$ cat src/hw/dms_pkg.sv
/*
  Constants, types and state encodings for the data-move and stack opcode
  decoder. Assumes a single 250 MHz clock shared with the system bus.
*/
// Operation
// (RL1) 01 DDD SSS copies register to register
// (RL2) 01110 SSS writes register to memory at HL
// (RL3) 01 DDD 110 reads memory at HL into register
// (RL4) 00 RP 0001 loads 16-bit immediate into pair; the decoder flags RP 11 as unsupported
// (RL5) 11101011 swaps pair DE with pair HL
// (RL6) 11 RP 0101 pushes pair or accumulator-flags word
// (RL7) 11 RP 0001 pops two bytes into pair
// (RL8) 11110001 pops accumulator and flag register
// (RL9) Push pre-decrements, pop post-increments stack pointer
package dms_pkg;

  // Reset values
  localparam logic [15:0] DMS_PC_RESET = 16'h0000;
  localparam logic [15:0] DMS_SP_RESET = 16'h0000;
  localparam logic [7:0] DMS_REG_RESET = 8'h00;

  // Register file slots; slot 6 holds the flags, code 6 in an opcode means memory
  localparam logic [2:0] DMS_IDX_D = 3'h2;
  localparam logic [2:0] DMS_IDX_E = 3'h3;
  localparam logic [2:0] DMS_IDX_H = 3'h4;
  localparam logic [2:0] DMS_IDX_L = 3'h5;
  localparam logic [2:0] DMS_IDX_MEM = 3'h6;
  localparam logic [2:0] DMS_IDX_FLAGS = 3'h6;
  localparam logic [2:0] DMS_IDX_ACC = 3'h7;

  // Opcode fields
  localparam logic [1:0] DMS_GRP_COPY = 2'h1;
  localparam logic [1:0] DMS_GRP_LOW = 2'h0;
  localparam logic [1:0] DMS_GRP_HIGH = 2'h3;
  localparam logic [3:0] DMS_LOW_PAIR_IMM = 4'h1;
  localparam logic [3:0] DMS_LOW_PUSH = 4'h5;
  localparam logic [3:0] DMS_LOW_POP = 4'h1;
  localparam logic [1:0] DMS_RP_WORD = 2'h3;
  localparam logic [7:0] DMS_OP_SWAP = 8'heb;
  localparam logic [7:0] DMS_OP_MEM_MEM = 8'h76;

  // Sequencer states
  typedef enum logic [3:0] {
    DMS_ST_FETCH = 4'h0,
    DMS_ST_EXEC = 4'h1,
    DMS_ST_RD_HL = 4'h2,
    DMS_ST_WR_HL = 4'h3,
    DMS_ST_IMM_LO = 4'h4,
    DMS_ST_IMM_HI = 4'h5,
    DMS_ST_PUSH_HI = 4'h6,
    DMS_ST_PUSH_LO = 4'h7,
    DMS_ST_POP_LO = 4'h8,
    DMS_ST_POP_HI = 4'h9
  } dms_state_t;

  // System bus request, driven by the decoder
  typedef struct packed {
    logic [15:0] addr;
    logic rd;
    logic wr;
    logic [7:0] wdata;
  } dms_bus_req_t;

  // System bus answer from memory
  typedef struct packed {
    logic [7:0] rdata;
    logic ready;
  } dms_bus_rsp_t;

  // Programmer-visible state
  typedef struct packed {
    logic [7:0][7:0] regs;
    logic [15:0] sp;
    logic [15:0] pc;
  } dms_arch_t;

endpackage : dms_pkg

$ cat src/hw/dms_decoder.sv
/*
  Fetch and execute sequencer for the data-move and stack opcode group.
  Assumes memory on the same clock answers each held strobe by raising
  ready for one cycle with read data valid in that cycle.
*/
`timescale 1ns/1ps
module dms_decoder
  import dms_pkg::*;
(
  // Clock and reset
  input wire logic i_clk,
  input wire logic i_reset_n,
  // System bus
  output dms_bus_req_t o_bus,
  input dms_bus_rsp_t i_bus,
  // Observed state
  output dms_arch_t o_arch,
  output logic o_unsupported
);

  typedef struct packed {
    dms_state_t state;
    logic [7:0] ir;
    dms_arch_t arch;
    dms_bus_req_t bus;
    logic unsupported;
  } dms_core_t;

  dms_core_t s;
  dms_core_t next_s;
  logic busy;
  logic ack;
  logic [15:0] hl;

  // Slot of the upper byte of a pair; word code selects accumulator
  function automatic logic [2:0] hi_idx(input logic [1:0] rp);
    hi_idx = (rp == DMS_RP_WORD) ? DMS_IDX_ACC : {rp, 1'b0};
  endfunction : hi_idx

  // Slot of the lower byte of a pair; word code selects flags
  function automatic logic [2:0] lo_idx(input logic [1:0] rp);
    lo_idx = (rp == DMS_RP_WORD) ? DMS_IDX_FLAGS : {rp, 1'b1};
  endfunction : lo_idx

  // Bus handshake and memory pointer
  assign busy = s.bus.rd | s.bus.wr;
  assign ack = busy & i_bus.ready;
  assign hl = {s.arch.regs[DMS_IDX_H], s.arch.regs[DMS_IDX_L]};

  // Next-state logic
  always_comb
  begin
    next_s = s;
    next_s.unsupported = 1'b0;
    unique case (s.state)
      DMS_ST_FETCH:
      begin
        if (!busy)
        begin
          next_s.bus.rd = 1'b1;
          next_s.bus.addr = s.arch.pc;
        end
        else if (ack)
        begin
          next_s.bus.rd = 1'b0;
          next_s.ir = i_bus.rdata;
          next_s.arch.pc = s.arch.pc + 16'h0001;
          next_s.state = DMS_ST_EXEC;
        end
      end
      DMS_ST_EXEC:
      begin
        next_s.state = DMS_ST_FETCH;
        if (s.ir[7:6] == DMS_GRP_COPY)
        begin
          if (s.ir == DMS_OP_MEM_MEM)
            next_s.unsupported = 1'b1;
          else if (s.ir[5:3] == DMS_IDX_MEM)
            next_s.state = DMS_ST_WR_HL; // RL2
          else if (s.ir[2:0] == DMS_IDX_MEM)
            next_s.state = DMS_ST_RD_HL; // RL3
          else
            next_s.arch.regs[s.ir[5:3]] = s.arch.regs[s.ir[2:0]]; // RL1
        end
        else if (s.ir[7:6] == DMS_GRP_LOW && s.ir[3:0] == DMS_LOW_PAIR_IMM
                 && s.ir[5:4] != DMS_RP_WORD)
          next_s.state = DMS_ST_IMM_LO; // RL4
        else if (s.ir == DMS_OP_SWAP)
        begin
          next_s.arch.regs[DMS_IDX_D] = s.arch.regs[DMS_IDX_H]; // RL5
          next_s.arch.regs[DMS_IDX_E] = s.arch.regs[DMS_IDX_L]; // RL5
          next_s.arch.regs[DMS_IDX_H] = s.arch.regs[DMS_IDX_D]; // RL5
          next_s.arch.regs[DMS_IDX_L] = s.arch.regs[DMS_IDX_E]; // RL5
        end
        else if (s.ir[7:6] == DMS_GRP_HIGH && s.ir[3:0] == DMS_LOW_PUSH)
          next_s.state = DMS_ST_PUSH_HI; // RL6
        else if (s.ir[7:6] == DMS_GRP_HIGH && s.ir[3:0] == DMS_LOW_POP)
          next_s.state = DMS_ST_POP_LO; // RL7 RL8
        else
          next_s.unsupported = 1'b1;
      end
      DMS_ST_RD_HL:
      begin
        if (!busy)
        begin
          next_s.bus.rd = 1'b1;
          next_s.bus.addr = hl;
        end
        else if (ack)
        begin
          next_s.bus.rd = 1'b0;
          next_s.arch.regs[s.ir[5:3]] = i_bus.rdata; // RL3
          next_s.state = DMS_ST_FETCH;
        end
      end
      DMS_ST_WR_HL:
      begin
        if (!busy)
        begin
          next_s.bus.wr = 1'b1;
          next_s.bus.addr = hl;
          next_s.bus.wdata = s.arch.regs[s.ir[2:0]]; // RL2
        end
        else if (ack)
        begin
          next_s.bus.wr = 1'b0;
          next_s.state = DMS_ST_FETCH;
        end
      end
      DMS_ST_IMM_LO, DMS_ST_IMM_HI:
      begin
        if (!busy)
        begin
          next_s.bus.rd = 1'b1;
          next_s.bus.addr = s.arch.pc;
        end
        else if (ack)
        begin
          next_s.bus.rd = 1'b0;
          next_s.arch.pc = s.arch.pc + 16'h0001;
          if (s.state == DMS_ST_IMM_LO)
          begin
            next_s.arch.regs[lo_idx(s.ir[5:4])] = i_bus.rdata; // RL4
            next_s.state = DMS_ST_IMM_HI;
          end
          else
          begin
            next_s.arch.regs[hi_idx(s.ir[5:4])] = i_bus.rdata; // RL4
            next_s.state = DMS_ST_FETCH;
          end
        end
      end
      DMS_ST_PUSH_HI, DMS_ST_PUSH_LO:
      begin
        if (!busy)
        begin
          next_s.bus.wr = 1'b1;
          next_s.bus.addr = s.arch.sp - 16'h0001; // RL9
          next_s.bus.wdata = (s.state == DMS_ST_PUSH_HI) ?
            s.arch.regs[hi_idx(s.ir[5:4])] : s.arch.regs[lo_idx(s.ir[5:4])]; // RL6
        end
        else if (ack)
        begin
          next_s.bus.wr = 1'b0;
          next_s.arch.sp = s.arch.sp - 16'h0001; // RL9
          next_s.state = (s.state == DMS_ST_PUSH_HI) ? DMS_ST_PUSH_LO : DMS_ST_FETCH;
        end
      end
      DMS_ST_POP_LO, DMS_ST_POP_HI:
      begin
        if (!busy)
        begin
          next_s.bus.rd = 1'b1;
          next_s.bus.addr = s.arch.sp;
        end
        else if (ack)
        begin
          next_s.bus.rd = 1'b0;
          next_s.arch.sp = s.arch.sp + 16'h0001; // RL9
          if (s.state == DMS_ST_POP_LO)
          begin
            next_s.arch.regs[lo_idx(s.ir[5:4])] = i_bus.rdata; // RL7 RL8
            next_s.state = DMS_ST_POP_HI;
          end
          else
          begin
            next_s.arch.regs[hi_idx(s.ir[5:4])] = i_bus.rdata; // RL7 RL8
            next_s.state = DMS_ST_FETCH;
          end
        end
      end
      default:
      begin
        next_s.state = DMS_ST_FETCH;
        next_s.bus.rd = 1'b0;
        next_s.bus.wr = 1'b0;
      end
    endcase
  end

  // State register
  always_ff @(posedge i_clk or negedge i_reset_n)
  begin
    if (!i_reset_n)
    begin
      s.state <= DMS_ST_FETCH;
      s.ir <= DMS_REG_RESET;
      s.arch.regs <= {8{DMS_REG_RESET}};
      s.arch.sp <= DMS_SP_RESET;
      s.arch.pc <= DMS_PC_RESET;
      s.bus <= '0;
      s.unsupported <= 1'b0;
    end
    else
      s <= next_s;
  end

  // Outputs straight from flops
  assign o_bus = s.bus;
  assign o_arch = s.arch;
  assign o_unsupported = s.unsupported;

endmodule : dms_decoder

$ cat config.mk
export PLATFORM = sky130hd
export DESIGN_NAME = dms_decoder
export DESIGN_NICKNAME = d
export VERILOG_FILES = /design/src/hw/dms_pkg.sv /design/src/hw/dms_decoder.sv
export SDC_FILE = /design/constraint.sdc
export NUM_CORES = 1
export LEC_CHECK = 0
export ABC_CLOCK_PERIOD_IN_PS = 2600
export CAP_MARGIN = 30
export CORE_UTILIZATION = 40
export DETAILED_ROUTE_END_ITERATION = 10
export DONT_BUFFER_PORTS = 1
export PLACE_DENSITY = 0.53
export SYNTH_ARGS = -nofsm -noshare
export SYNTH_HDL_FRONTEND = slang
export SYNTH_SLANG_ARGS = --single-unit
$ cat constraint.sdc
create_clock -name i_clk -period 2.6 [get_ports i_clk]
set_input_delay 0.65 -clock i_clk [delete_from_list [all_inputs] [get_ports i_clk]]
set_output_delay 0.65 -clock i_clk [all_outputs]
set_load 0.02 [all_outputs]
==> results of run 1 <==
## report_power, final
group | leakage (uW) | internal [uW] | switching (uW) | total (uW)
Clock | 0.000292 | 1520 | 1050 | 2570
Combinational | 0.00247 | 3730 | 5910 | 9650
Sequential | 0.00179 | 2720 | 1340 | 4060
## final timing paths
path / from / end / slack [ps]
min: i_reset_n / o_arch[15] / -90
max in group asynchronous: i_reset_n / s[123] / 2460
min in group i_clk: i_bus[2] / s[124] / 370
max: s[133] / flip-flop / 90
min reg2reg: s[134] / s[133] / 590
max reg2reg: s[133] / flip-flop / 90
## through the flow
stage | instance area, um2 | setup slack (ps) | util | std cells | total power (uW)
6_report | 11010 | 94.86 | 0.4373 | 1425 | 16270
5_1_grt | 11010 | 13.68 | 0.4373 | 1425 | 17040
4_1_cts | 10980 | 87.34 | 0.4360 | 1423 | 16040
3_5_place_dp | 10380 | 100.4 | 0.4120 | 1392 | 13440
3_3_place_gp | 10380 | 156.4 | 0.4120 | 1392 | 13400
2_1_floorplan | 10260 | 299.2 | - | 1152 | 10370
## final cells by class
cell class,instances,share of cell area
clock buffers,17,0.03863
clock inverters,14,0.01613
inverters,16,0.005454
multi-input cells,784,0.5040
flip-flops and latches,135,0.3069
well taps,330,0.03750
repair buffers,129,0.09135
## routing by layer
| metal | global-route usage | vias to the layer above | share of wire |
|---|---|---|---|
| met2 | 0.4436 | 588 | 0.43 |
| met5 | 0 | - | 0 |
| li1 | - | 4057 | - |
| met3 | 0.06461 | 83 | 0.097 |
| met4 | 0.1248 | 0 | 0.036 |
| met1 | 0.4295 | 4688 | 0.43 |
## kinds of logic (layout without fill, tap and decap cells)
logic type / count (synthesis) / after routing / synth area share
AND/OR/NAND/NOR: 342 / 342 / 0.1697
multiplexers: 63 / 63 / 0.09193
buffers and inverters: 233 / 176 / 0.1334
adder cells (fa/ha/maj): 3 / 3 / 0.003658
AO/OA/AOI/OAI: 338 / 338 / 0.2397
XOR/XNOR: 38 / 38 / 0.03243
flip-flops: 135 / 135 / 0.3292
## synthesized netlist by cell type (14+ instances only)
cell type    n  area share
o21ai_0     70       0.034
nor2_1      68       0.025
o211ai_1    14       0.010
a22oi_1     20       0.015
xnor2_1     24       0.020
buf_4      122       0.089
xor2_1      14       0.012
a22o_1      29       0.025
inv_1       16      0.0059
a21oi_1     43       0.021
dfrtp_1    135        0.33
clkbuf_1    66       0.024
mux2_2      20       0.022
mux2i_1     20       0.020
nor2b_1     18       0.011
buf_2       17      0.0083
nand2_1     98       0.036
a32oi_1     18       0.015
nor3_1      23       0.011
mux4_2      23       0.050
nand3_1     40       0.020
o2bb2ai_1   20       0.017
## layout by cell type, fill, tap and decap left out, types with 8 or more instances in the layout
cell and n:
a2bb2oi_1 8, buf_4 126, xnor2_1 24, o31ai_1 9, nand2_1 97, and3_1 10
mux2i_1 20, o2bb2ai_1 20, a221oi_1 10, xor2_1 14, nand4_1 11, o211ai_1 14
a22o_1 29, nor3_1 22, o21ai_0 70, mux2_2 20, a21o_1 12, nor2_1 68
nor4_1 11, dfrtp_1 134, a22oi_1 20, inv_1 16, a32oi_1 18, clkbuf_16 17
nand2b_1 10, nand3_1 40, a211oi_1 12, a21oi_1 43, mux4_2 23, nor2b_1 18
## repair_timing
action | in CTS | in global routing
hold endpoints to repair | 135 | 135
resized for setup | 0 | 4
endpoints found under the setup margin | 0 | 14
buffers inserted | 0 | 2
==> summary.txt, run 1 <==
Run status
  • Outcome: complete, but fails checks
  • Failing checks: hold timing

Place
  • Port bufs: 0
  • Final GP Congestion: 0.9792
  • Hpwl dp: 28680 um

Synth
  • Asr flop ratio synth: 1.000
  • Number of unique standard cell types used by synthesis: 75
  • Number of synthesized flops with an enable pin: 0
  • Top FF cell, synth: dfrtp_1
  • Seq cells post-synth: 135
  • Syn Nets: 1166
  • Mapped cell area: 10260 um2
  • Gate Count Post-Synth: 1152
  • Mean Syn Cell Area: 8.908 um2
  • Seq/Total Area, Yosys: 0.3292
  • Synth Warn #: 0

STA
  • Worst Tran Pin Value: 830.7 ps
  • RSZ-0062 raised after global routing: false
  • Hold_ws: -87.98 ps
  • Fin crit share: 0.9635
  • Slew Limit Headroom: 0.4420
  • Achievable frequency: 399.2 MHz
  • Max-slew violations: 0
  • Tmin final: 2505 ps
  • Fin Setup TNS: 0 ps
  • Setup-failing EPs final: 0
  • Final hold vios: 135
  • Clk_skew: 6.635 ps

Clocking
  • CTS buffer count: 17
  • Skew-Pair Late Insertion Delay: 430 ps
  • Clock sink total: 135
  • Clock root cell: clkbuf_16
  • H-Tree Depth: 4
  • Clock buffer depth: 2
  • Clock Pin Slew Worst Setup and Hold Paths: 60 ps
  • CTS tree: done

Cells and area
  • Layout cells sized above 1: 0.2073
  • NumNets Final: 1097
  • Diode count: 0
  • FILL cells: 2452
  • P&R area growth vs syn: 7.303%
  • Register area: 3379 um2
  • Footprint of the multi-input gates: 5550 um2

GRT
  • First-pass GRT wire length: 58970 um
  • Total gr overflow: 0
  • Initial antenna violation count: 2
  • Largest net degree at the start of global routing: 136
  • Total GRT Usage: 0.3026
  • Vias in the first global route: 8848

Setup path
  • Worst path max stage delay: 640 ps
  • Worst Reg-to-Reg Cells: 6
  • Critical path launch point type: flip-flop
  • Cell at the slowest stage of the critical path: nor3_1
  • Setup Crit Path Kind: flip-flop to flip-flop
  • Crit path required time: 2910 ps
  • CP max FO: 8
  • CP endpoint kind: flip-flop
  • Delay-heaviest family, CP: simple AND/OR/NAND/NOR gates
  • Crit path DAT: 2820 ps
  • CP bufs+invs: 2
  • Cell mode on critical path: buf_4
  • Cell count along the critical path: 6
  • CP Cell Sequence: buf_4 > xnor2_1 > buf_4 > nor3_1 > o211ai_2 > mux2_2

Detailed routing
  • DR WL/cell: 27.56 um
  • Final wirelength: 39270 um
  • Drt drc: 0
  • Via count: 9416
  • 1st-pass router iterations: 6
  • Post-route ant nets: 0
  • DRT iter0 DRCs: 1066
  • Via density: 6.608

Floorplanning
  • Initial core utilization: 0.4075
  • I/O pin cnt: 134
  • Rows: 58
  • Die height: 162.2 um
  • Die Area: 26300 um2
  • Die width: 162.2 um
  • Core Area: 25180 um2

Power
  • Max VDD drop: 647.3 uV
  • Pwr Density: 1477 nW/um2
  • Leakage: 0.004557 uW

Run
  • Max capacitance violation total: 0

Worst hold path
  • Min-Delay Path Class: input port to async pin
No activity file was read; power rests on OpenSTA's default activity.
==> inputs of run 2 (changes only) <==
--- a/config.mk
+++ b/config.mk
@@ -10,6 +10,7 @@
 export CORE_UTILIZATION = 40
 export DETAILED_ROUTE_END_ITERATION = 10
 export DONT_BUFFER_PORTS = 1
+export GPL_TIMING_DRIVEN = 0
 export PLACE_DENSITY = 0.53
 export SYNTH_ARGS = -nofsm -noshare
 export SYNTH_HDL_FRONTEND = slang
==> run 2 against run 1 <==
Total power grew 3.4%. Largest power group unchanged. Routed wire length grew 5.2%. Fmax shrank 2.3%. Flip-flop and latch count is the same. The run still ends with hold timing left. Non-clock buffer count grew 93.
==> summary.txt, run 2 (synthesized netlist as in run 1, its figures left out) <==
Detailed routing
  • Post-route ant nets: 0 (unchanged)
  • 1st-pass router iterations: 5 (-1)
  • DR WL/cell: 27.19 um (-1.3%)
  • Via density: 6.494 (-1.7%)
  • Drt drc: 0 (unchanged)
  • Final wirelength: 41310 um (+5.2%)
  • Via count: 9865 (+4.8%)
  • DRT iter0 DRCs: 1223 (+15%)

Place
  • Placed cell area: 10700 um2 (+3.1%)
  • Final GP Congestion: 1.006 (+2.7%)
  • Hpwl dp: 30450 um (+6.2%)
  • Port bufs: 0 (unchanged)
  • Cells after DPL: 1486 (+6.8%)

Floorplanning
  • Initial core utilization: 0.4075 (unchanged)
  • Rows: 58 (unchanged)
  • Die height: 162.2 um (unchanged)
  • Core Area: 25180 um2 (unchanged)
  • Die Area: 26300 um2 (unchanged)
  • Die width: 162.2 um (unchanged)
  • I/O pin cnt: 134 (unchanged)

Power
  • P_sw: 8842 uW (+6.5%)
  • Clock network fraction of total power: 0.148 (-0.010)
  • Pint: 7974 uW (about the same)
  • Sw frac: 0.5258 (+0.01551)
  • Pwr Density: 1439 nW/um2 (-2.6%)
  • Logic pwr share: 0.631 (+0.038)
  • Leakage: 0.004898 uW (+7.5%)
  • Max VDD drop: 527.7 uV (-18%)
  • Part of the power in registers: 0.221 (-0.028)

Setup path
  • CP max FO: 10 (+2)
  • Delay-heaviest family, CP: simple AND/OR/NAND/NOR gates
  • Critical path launch point type: flip-flop
  • CP bufs+invs: 2 (unchanged)
  • Worst path max stage delay: 620 ps (-20 ps)
  • CP Cell Sequence: buf_6 > or4b_4 > nor4_4 > buf_2 > nor2_1 > a22o_1
  • Cell at the slowest stage of the critical path: or4b_4
  • CP endpoint kind: flip-flop
  • Crit path DAT: 2880 ps (+60 ps)
  • Crit path required time: 2910 ps (about the same)
  • Setup Crit Path Kind: flip-flop to flip-flop

Cells and area
  • Commonest non-fill, non-tap cells in the layout: dfrtp_1, buf_4, nand2_1
  • Finished Cell Area: 11690 um2 (+6.1%)
  • Most common cell after layout, fill and taps aside: dfrtp_1
  • Finished Layout Cells: 1519 (+6.6%)
  • Diode count: 0 (unchanged)
  • NumNets Final: 1190 (+8.5%)
  • FILL cells: 2526 (+3.0%)
  • Layout cells sized above 1: 0.2641 (+0.05678)
  • P&R area growth vs syn: 13.89%

Run
  • Max capacitance violation total: 0 (unchanged)

Worst hold path
  • Min-Delay Path Class: input port to async pin

Clocking
  • Clock sink total: 135 (unchanged)
  • Skew-Pair Late Insertion Delay: 430 ps (about the same)
  • CTS tree: done
  • Clock root cell: clkbuf_16
  • H-Tree Depth: 4 (unchanged)
  • CTS buffer count: 17 (unchanged)
  • Clock buffer depth: 2 (unchanged)
  • Clock Pin Slew Worst Setup and Hold Paths: 60 ps (about the same)

STA
  • Fin Setup TNS: 0 ps (unchanged)
  • Final hold vios: 135 (unchanged)
  • Worst Tran Pin Value: 981.0 ps (+150.3 ps)
  • Achievable frequency: 390.1 MHz (-2.3%)
  • Tmin final: 2563 ps (+58.22 ps)
  • Clk_skew: 11.86 ps (+5.220 ps)
  • Setup-failing EPs final: 0 (unchanged)
  • Hold_ws: -84.49 ps (+3.493 ps)
  • Fin crit share: 0.9859 (+0.02239)
  • RSZ-0062 raised after global routing: true
  • Max-slew violations: 0 (unchanged)
  • Slew Limit Headroom: 0.3391 (-0.1029)

Run status
  • Outcome: complete, but fails checks
  • Failing checks: hold timing

GRT
  • Total GRT Usage: 0.3192 (+0.01665)
  • Vias in the first global route: 9264 (+4.7%)
  • Largest net degree at the start of global routing: 136 (unchanged)
  • Total gr overflow: 0 (unchanged)
  • Initial antenna violation count: 0 (-2)
  • First-pass GRT wire length: 61960 um (+5.1%)
==> run 2: changes by cell type in the layout (fill, tap and decap cells not counted), sizes merged <==
cell      change
buf          +30
bufinv        -1
clkbuf       +66
clkinv        -5
clkinvlp      +1
inv           +3
==> run 2: final cells by class <==
class / count / area [um2] / area share
multi-input combinational: 784 / 5846 / 0.5002
sequential: 135 / 3378 / 0.2890
buffer: 212 / 1346 / 0.1152
clock buffer: 20 / 436.7 / 0.03736
tap: 330 / 412.9 / 0.03533
clock inverter: 12 / 142.6 / 0.01220
timing repair buffer: 10 / 65.06 / 0.005567
inverter: 16 / 60.06 / 0.005139
==> run 2: metal layers <==
layer	track usage	vias up	part of all wire
met5	0	-	0
met4	0.1033	0	0.031
met3	0.06895	85	0.10
met2	0.4522	600	0.43
met1	0.4766	4938	0.44
li1	-	4242	-
==> run 2: final timing paths <==
kind	start	slack, ps	endpoint	cells past startpoint
max reg2reg	s[134]	40	flip-flop	6
min reg2reg	o_bus[5]	480	o_bus[5]	1
max in group asynchronous	i_reset_n	2550	s[129]	0
min	i_reset_n	-80	o_arch[28]	0
min in group i_clk	o_bus[5]	480	o_bus[5]	1
max	s[134]	40	flip-flop	6
==> run 2: repair_timing <==
item                                   4_1_cts  5_1_grt
endpoints found under the hold margin      135      135
setup endpoints to repair                  104       97
resized for setup                           44       68
buffers inserted                             1        5
pin swaps                                    2        7
==> run 2: through the flow <==
step,utilization,power (uW),setup WS (ps)
6_report,0.4641,16820,36.64
2_1_floorplan,-,10370,299.2
5_1_grt,0.4641,17590,-78.50
4_1_cts,0.4538,16110,4.826
3_5_place_dp,0.4247,13370,-622.4
3_3_place_gp,0.4239,13400,-614.9
==> run 2: worst register-to-register path, stage by stage (launching register included) <==
cell and delay [ps]:
dfrtp_1 370, buf_6 160, or4b_4 620, nor4_4 520, buf_2 380, nor2_1 170
a22o_1 240
==> run 2: power groups by stage <==
stage	clock [uW]	sequential, uW	combinational [uW]
after floorplan	0	3230	7150
after global placement	0	3690	9710
after detailed placement	0	3690	9680
after CTS	2520	3690	9910
after global routing	2610	3780	11200
final	2480	3720	10600
